[config.mk]
export PLATFORM = sky130hd
export DESIGN_NAME = pcrs_top
export DESIGN_NICKNAME = d
export VERILOG_FILES = /design/src/pkg/pcrs_pkg.sv /design/src/design/pcrs_top.sv
export SDC_FILE = /design/constraint.sdc
export NUM_CORES = 2
export LEC_CHECK = 0
export BUFFER_PORTS_ARGS = -buffer_cell sky130_fd_sc_hd__buf_2
export CAP_MARGIN = 20
export CORE_AREA = 4 4 268 270
export DETAILED_ROUTE_END_ITERATION = 8
export DIE_AREA = 0 0 272 274
export PLACE_DENSITY_LB_ADDON = 0.3
export SETUP_SLACK_MARGIN = 0.02
export SLEW_MARGIN = 5
export SYNTH_ARGS = -nofsm -noshare
export SYNTH_HDL_FRONTEND = slang
export SYNTH_SLANG_ARGS = --single-unit
[constraint.sdc]
create_clock -name clock -period 5 [get_ports clock]
set_input_delay 1 -clock clock [delete_from_list [all_inputs] [get_ports clock]]
set_output_delay 1 -clock clock [all_outputs]
set_load 0.1 [all_outputs]
[src/pkg/pcrs_pkg.sv]
// Purpose: shared constants and types for the program counter and return stack
// Assumes: 32-bit classic Wishbone register bus, one core clock
// Notes:   register offsets are byte addresses, one aligned word each
package pcrs_pkg;
    localparam int PC_W        = 21;                 // counter width
    localparam int SP_W        = 5;                  // stack pointer width
    localparam int STACK_DEPTH = 31;                 // entries 1..31, zero is empty
    localparam int KBYTE       = 1024;

    // register offsets
    localparam logic [7:0] OFS_LOW_BYTE    = 8'h00;
    localparam logic [7:0] OFS_HIGH_LATCH  = 8'h04;
    localparam logic [7:0] OFS_UPPER_LATCH = 8'h08;
    localparam logic [7:0] OFS_STACK_PTR   = 8'h0C;
    localparam logic [7:0] OFS_TOP_UPPER   = 8'h10;
    localparam logic [7:0] OFS_TOP_HIGH    = 8'h14;
    localparam logic [7:0] OFS_TOP_LOW     = 8'h18;

    // stack pointer register field positions
    localparam int SPR_FULL_BIT = 5;
    localparam int SPR_UNF_BIT  = 6;
    localparam int SPR_OVF_BIT  = 7;

    // vectors and reset values
    localparam logic [20:0] RESET_VECTOR   = 21'h000000;
    localparam logic [20:0] HIGH_INT_VECT  = 21'h000008;
    localparam logic [20:0] LOW_INT_VECT   = 21'h000018;
    localparam logic [20:0] WORD_STEP      = 21'h000002;
    localparam logic [4:0]  SP_EMPTY       = 5'h00;
    localparam logic [4:0]  SP_FULL        = 5'h1F;

    // operations presented by the execution core, one per cycle
    typedef enum logic [3:0] {
        OP_NONE    = 4'h0,
        OP_ADVANCE = 4'h1,
        OP_BRANCH  = 4'h2,   // goto and branches
        OP_CALL    = 4'h3,
        OP_RELCALL = 4'h4,   // relative_call
        OP_RETURN  = 4'h5,
        OP_RETLIT  = 4'h6,   // return_with_literal
        OP_RETINT  = 4'h7,   // return_from_interrupt
        OP_INT_HI  = 4'h8,
        OP_INT_LO  = 4'h9
    } pcrs_op_type;

    typedef struct packed {
        pcrs_op_type  op;
        logic [20:0]  target;
    } pcrs_core_req_type;

    typedef struct packed {
        logic         cyc;
        logic         stb;
        logic         we;
        logic [3:0]   sel;
        logic [7:0]   adr;
        logic [31:0]  dat;
    } pcrs_wb_req_type;
endpackage

[src/design/pcrs_top.sv]
// Purpose: program counter, latch registers and 31-level hardware return stack
// Assumes: core and bus on one clock; core issues at most one operation a cycle
// Notes:   a bus access in the same cycle as a core operation wins on shared state, except a hardware set of a sticky flag
`timescale 1ns/100ps
`default_nettype none
module pcrs_top
    import pcrs_pkg::*;
#(
    parameter int MEM_KBYTES = 16                    // 8 or 16
) (
    input  wire logic         clock,                 // core clock, 10 MHz
    input  wire logic         rst_n,                 // async reset, active low
    input  wire logic         wb_cyc_i,              // bus cycle
    input  wire logic         wb_stb_i,              // bus strobe
    input  wire logic         wb_we_i,               // bus write
    input  wire logic [3:0]   wb_sel_i,              // byte lanes
    input  wire logic [7:0]   wb_adr_i,              // byte address
    input  wire logic [31:0]  wb_dat_i,              // write data
    output logic       [31:0] wb_dat_o,              // read data
    output logic              wb_ack_o,              // bus acknowledge
    input  wire pcrs_op_type  coreOp,                // core operation
    input  wire logic [20:0]  coreTarget,            // branch or call target
    input  wire logic [15:0]  progData,              // memory word at fetchAddr
    output logic       [20:0] fetchAddr,             // program counter
    output logic       [15:0] instrWord,             // fetched word, zero if absent
    output logic              stackFull,             // pointer at 31
    output logic              stackOverflow,         // sticky
    output logic              stackUnderflow         // sticky
);
    localparam logic [21:0] MEM_LIMIT = 22'(MEM_KBYTES * KBYTE);

    typedef struct packed {
        logic [20:0]                pc;
        logic [7:0]                 highLatch;
        logic [7:0]                 upperLatch;
        logic [4:0]                 ptr;
        logic                       full;
        logic                       ovf;
        logic                       unf;
        logic [STACK_DEPTH:1][20:0] stack;
        logic                       ack;
        logic [31:0]                rdat;
        logic [15:0]                instr;
    } pcrs_state_type;

    pcrs_state_type st_ff;
    pcrs_state_type nxt_st;

    // entry at the pointer, zero when the stack is empty
    function automatic logic [20:0] topEntry(input pcrs_state_type s);
        if (s.ptr == SP_EMPTY) begin
            return 21'h000000;
        end
        return s.stack[s.ptr];
    endfunction

    // true when an address lies inside the implemented memory
    function automatic logic inMemory(input logic [20:0] a);
        return {1'b0, a} < MEM_LIMIT;
    endfunction

    logic busReq;
    logic busWr;
    logic busRd;
    assign busReq = wb_cyc_i && wb_stb_i && !st_ff.ack;
    assign busWr  = busReq && wb_we_i && wb_sel_i[0];
    assign busRd  = busReq && !wb_we_i;

    // next state: core operation first, then bus access
    always_comb begin
        logic [20:0] top;
        logic        ovfSet;
        logic        unfSet;
        top    = topEntry(st_ff);
        ovfSet = 1'b0;
        unfSet = 1'b0;
        nxt_st = st_ff;
        // fetch data gated so absent memory reads as no_operation
        nxt_st.instr = inMemory(st_ff.pc) ? progData : 16'h0000;
        unique case (coreOp)
            OP_NONE: begin
            end
            OP_ADVANCE: begin
                nxt_st.pc = st_ff.pc + WORD_STEP;
            end
            OP_BRANCH: begin
                nxt_st.pc = {coreTarget[20:1], 1'b0};
            end
            OP_CALL, OP_RELCALL, OP_INT_HI, OP_INT_LO: begin
                // push: pointer first, then the entry it now names
                if (st_ff.ptr == SP_FULL) begin
                    ovfSet     = 1'b1;
                    nxt_st.ovf = 1'b1;
                end else begin
                    nxt_st.ptr = st_ff.ptr + 5'h01;
                    nxt_st.stack[st_ff.ptr + 5'h01] = st_ff.pc;
                end
                if (coreOp == OP_INT_HI) begin
                    nxt_st.pc = HIGH_INT_VECT;
                end else if (coreOp == OP_INT_LO) begin
                    nxt_st.pc = LOW_INT_VECT;
                end else begin
                    nxt_st.pc = {coreTarget[20:1], 1'b0};
                end
            end
            OP_RETURN, OP_RETLIT, OP_RETINT: begin
                // pop: read the entry, then step the pointer back
                nxt_st.pc = {top[20:1], 1'b0};
                if (st_ff.ptr == SP_EMPTY) begin
                    unfSet     = 1'b1;
                    nxt_st.unf = 1'b1;
                end else begin
                    nxt_st.ptr = st_ff.ptr - 5'h01;
                end
            end
            default: begin
            end
        endcase
        // bus writes; hardware set of a sticky flag wins over a clear
        if (busWr) begin
            unique case (wb_adr_i)
                OFS_LOW_BYTE: begin
                    nxt_st.pc = {st_ff.upperLatch[4:0], st_ff.highLatch,
                                 wb_dat_i[7:1], 1'b0};
                end
                OFS_HIGH_LATCH: begin
                    nxt_st.highLatch = wb_dat_i[7:0];
                end
                OFS_UPPER_LATCH: begin
                    nxt_st.upperLatch = wb_dat_i[7:0];
                end
                OFS_STACK_PTR: begin
                    nxt_st.ptr = wb_dat_i[4:0];
                    nxt_st.ovf = (st_ff.ovf & wb_dat_i[SPR_OVF_BIT]) | ovfSet;
                    nxt_st.unf = (st_ff.unf & wb_dat_i[SPR_UNF_BIT]) | unfSet;
                end
                OFS_TOP_UPPER: begin
                    if (st_ff.ptr != SP_EMPTY) begin
                        nxt_st.stack[st_ff.ptr][20:16] = wb_dat_i[4:0];
                    end
                end
                OFS_TOP_HIGH: begin
                    if (st_ff.ptr != SP_EMPTY) begin
                        nxt_st.stack[st_ff.ptr][15:8] = wb_dat_i[7:0];
                    end
                end
                OFS_TOP_LOW: begin
                    if (st_ff.ptr != SP_EMPTY) begin
                        nxt_st.stack[st_ff.ptr][7:0] = wb_dat_i[7:0];
                    end
                end
                default: begin
                end
            endcase
        end
        // bus reads; unmapped offsets answer zero
        nxt_st.rdat = 32'h00000000;
        if (busRd) begin
            unique case (wb_adr_i)
                OFS_LOW_BYTE: begin
                    nxt_st.rdat       = {24'h000000, st_ff.pc[7:0]};
                    nxt_st.highLatch  = st_ff.pc[15:8];
                    nxt_st.upperLatch = {3'h0, st_ff.pc[20:16]};
                end
                OFS_HIGH_LATCH: begin
                    nxt_st.rdat = {24'h000000, st_ff.highLatch};
                end
                OFS_UPPER_LATCH: begin
                    nxt_st.rdat = {24'h000000, st_ff.upperLatch};
                end
                OFS_STACK_PTR: begin
                    nxt_st.rdat = {24'h000000, st_ff.ovf, st_ff.unf,
                                   st_ff.ptr == SP_FULL, st_ff.ptr};
                end
                OFS_TOP_UPPER: begin
                    nxt_st.rdat = {27'h0000000, top[20:16]};
                end
                OFS_TOP_HIGH: begin
                    nxt_st.rdat = {24'h000000, top[15:8]};
                end
                OFS_TOP_LOW: begin
                    nxt_st.rdat = {24'h000000, top[7:0]};
                end
                default: begin
                end
            endcase
        end
        // one-cycle ack, dropped the cycle after
        nxt_st.ack = busReq;
        // full kept as a flop so the pin carries no decode
        nxt_st.full = nxt_st.ptr == SP_FULL;
    end

    // single state register; whole state cleared, stack storage included
    always_ff @(posedge clock or negedge rst_n) begin
        if (!rst_n) begin
            st_ff            <= '0;
            st_ff.pc         <= RESET_VECTOR;
            st_ff.ptr        <= SP_EMPTY;
        end else begin
            st_ff <= nxt_st;
        end
    end

    // outputs straight from the state register
    assign wb_dat_o       = st_ff.rdat;
    assign wb_ack_o       = st_ff.ack;
    assign fetchAddr      = st_ff.pc;
    assign instrWord      = st_ff.instr;
    assign stackFull      = st_ff.full;
    assign stackOverflow  = st_ff.ovf;
    assign stackUnderflow = st_ff.unf;
endmodule
`default_nettype wire

==> results_dict.tcl <==
set metrics [dict create \
    hold_buffers 0 \
    synth_area_sq_um 41400 \
    grt_max_degree 129 \
    setup_viol 0 \
    async_reset_ff_share_pct 100 \
    cp-startpoint "st_ff[703]" \
    avgSynthCellArea_sq_um 9.61 \
    cp_max_fo 29 \
    via_count 35400 \
    crit_required_ns 5.50 \
    cts_buffers 76 \
    synth_edf_count 0 \
    place_inst 5076 \
    p_leak_nw 20.7 \
    slowest_stage "nand4bb_1" \
    max_stage_delay_ns 0.72 \
    fin_tns_setup_ns 0 \
    n_fill_cell 5584 \
    io_buffer_count 110 \
    hp-class "in2async" \
    setup.worst_path.start_class "register" \
    synth_top_area_share_pct 43.5 \
    yosys-top-cells-area "dfrtp_1 (44%), mux2i_1 (22%), nand2_1 (4.5%), a21oi_1 (3.7%), nor2_1 (3.2%)" \
    routed_wl_um 148000 \
    yosysMostFrequentCell "mux2i_1" \
    seq_area_frac_synth_pct 43.5 \
    fp-row-count 97 \
    post_synth_num_cell_types 83 \
    rsz0062_at_grt "no" \
    overflow 0 \
    tightest_slew_ns 1.22 \
    skew_ns 0.0353 \
    setup_slack_ns 0.951 \
    syn_to_final_growth_pct 8.06 \
    viasPerCell 6.78 \
    max_freq_mhz 247 \
    critical-path-top-delay-family "simple AND/OR/NAND/NOR gates" \
    cts_buffer_depth 3 \
    worstSetupEndpointType "register" \
    grtUsageTotal_pct 38.7 \
    reg2reg_setup_slack_ns 0.95 \
    ys_dominant_reg_cell "dfrtp_1" \
    dieArea_sq_um 74500 \
    r2r-start "st_ff[703]" \
    clock_latency_ns 0.66 \
    power.density_nw_per_um2 502 \
    antenna_found_initial 4 \
    path_cells "buf_4, nand4bb_1, buf_4, o22ai_1, nor4_1, nand2_1, a211oi_1, a21oi_1" \
    synth_common_cells "mux2i_1 (931), dfrtp_1 (721), nand2_1 (496)" \
    layout_min_cycle_time_ns 4.05 \
    place_worst_setup_slack_ns 1.04 \
    drt-initial-drc-count 5794 \
    grt_pass1_wl_um 218000 \
    synth_top_area_cell "dfrtp_1" \
    status "completed" \
    grt_pass1_vias 33500 \
    syn_inst 4312 \
    cts_sinks 721 \
    placed_area_sq_um 42100 \
    slew_headroom_pct 18.8 \
    coreArea_sq_um 69500 \
    ant_nets 0 \
    drc_errors 0 \
    io_pins 163 \
    cap_violations 0 \
    die_h_um 274 \
    post_cts_buffers 0 \
    ys_ff_latch 721 \
    stdcell_area_sq_um 44800 \
    drive_gt1_share_pct 11.7 \
    drt_pre_antenna_iters 9 \
    tritoncts "done" \
    ir_drop_mv 0.417 \
    yosys_warnings 0 \
    dp_hpwl_um 94200 \
    cts-resized-gates 0 \
    final_util_pct 64.4 \
    hold_viol 0 \
    wl_per_cell_um 28.3 \
    cp_common_cell "buf_4" \
    fin_cells 5215 \
    crit_buf_inv 2 \
    cts_root_buf "clkbuf_16" \
    nets 4314 \
    h-tree-depth 3 \
    cp.arrival_ns 4.55 \
    die_w_um 272 \
    start_util_pct 59.6 \
    crit_type "reg2reg" \
    routabilityCongestion 0.996 \
    clk_pin_slew_worst_paths_ns 0.06 \
    fin_crit_sh_pct 81.0 \
    slew_violations 0 \
]
==> flip-flops by register name, summed over array words and instances, names as in the netlist <==
register        flops
stackUnderflow      1
fetchAddr          21
instrWord          16
wb_ack_o            1
stackOverflow       1
st_ff             672
stackFull           1
wb_dat_o            8
==> final timing paths <==
check                                end  cells past startpoint
max                         fetchAddr[4]                      8
min                           st_ff[111]                      1
max reg2reg                 fetchAddr[4]                      8
min reg2reg                fetchAddr[17]                      2
max in group asynchronous     st_ff[575]                      2
min in group clock         fetchAddr[17]                      2
==> layout make-up <==
| type | count | area (sq um) | share of cell area, % |
|---|---|---|---|
| multi-input combinational | 3127 | 20900 | 46.7 |
| sequential | 721 | 18100 | 40.3 |
| clock buffer | 113 | 2310 | 5.15 |
| timing repair buffer | 278 | 1980 | 4.42 |
| tap | 940 | 1180 | 2.63 |
| clock inverter | 24 | 310 | 0.693 |
| inverter | 11 | 41.3 | 0.0922 |
| antenna | 1 | 2.50 | 0.00559 |
==> cell usage in the layout, fill, tap and decap left out, types with 7 or more instances in the layout <==
cell	instances
nor2_1	355
and2_1	29
nand3_2	9
nand2b_1	14
o21ai_1	179
a22oi_1	14
conb_1	24
clkbuf_16	80
a221oi_1	11
nor2b_1	15
nand3_1	47
and3_1	7
a211oi_1	22
clkbuf_8	18
nand2_1	496
nor3_1	26
xnor2_1	7
clkbuf_1	15
mux4_2	24
mux2i_1	931
inv_1	10
nand4_1	16
ha_1	9
a31oi_1	13
buf_2	106
clkinv_2	12
buf_12	12
o21ai_0	256
dfrtp_1	716
buf_4	159
nor4_1	34
nor2_4	15
o22ai_1	126
o21a_1	7
a21oi_1	307
mux2_2	9
a32oi_1	7
==> per-stage QoR <==
step                      hold WS, ns  power, mW
after floorplan                 0.470       13.5
after global placement          0.503       15.9
after detailed placement        0.509       16.1
after CTS                       0.442       22.0
after global routing            0.479       23.1
final                           0.421       22.5
==> report_power, final <==
group	switching, mW	leakage [nW]	internal, mW
Sequential	0.985	9.85	7.29
Combinational	5.51	9.57	2.69
Clock	2.49	1.29	3.51
Total	8.99	20.7	13.5
==> kinds of logic (layout without fill, tap and decap cells) <==
kind of cell	after synthesis	count (layout)	share of synthesized area [%]
multiplexers	964	964	24.0
flip-flops	721	721	43.5
buffers and inverters	487	426	6.31
other	1	25	0.00905
AO/OA/AOI/OAI	990	990	13.3
XOR/XNOR	11	11	0.233
AND/OR/NAND/NOR	1129	1129	12.3
adder cells (fa/ha/maj)	9	9	0.272
==> worst reg2reg max path, cell delays in order, from the launching register on <==
cell,delay (ns)
dfrtp_4,0.69
buf_4,0.43
nand4bb_1,0.73
buf_4,0.39
o22ai_1,0.11
nor4_1,0.59
nand2_1,0.30
a211oi_1,0.52
a21oi_1,0.15
==> routing by layer <==
metal  part of all wire, %  GRT usage, %  vias up
met5                 0.056         0.658        -
met4                   6.7          21.7        4
met3                    14          12.3      607
met2                    43          57.2     2671
met1                    37          50.7    17100
li1                      -             -    15000
Note: power is estimated with default switching activity, not from simulation.
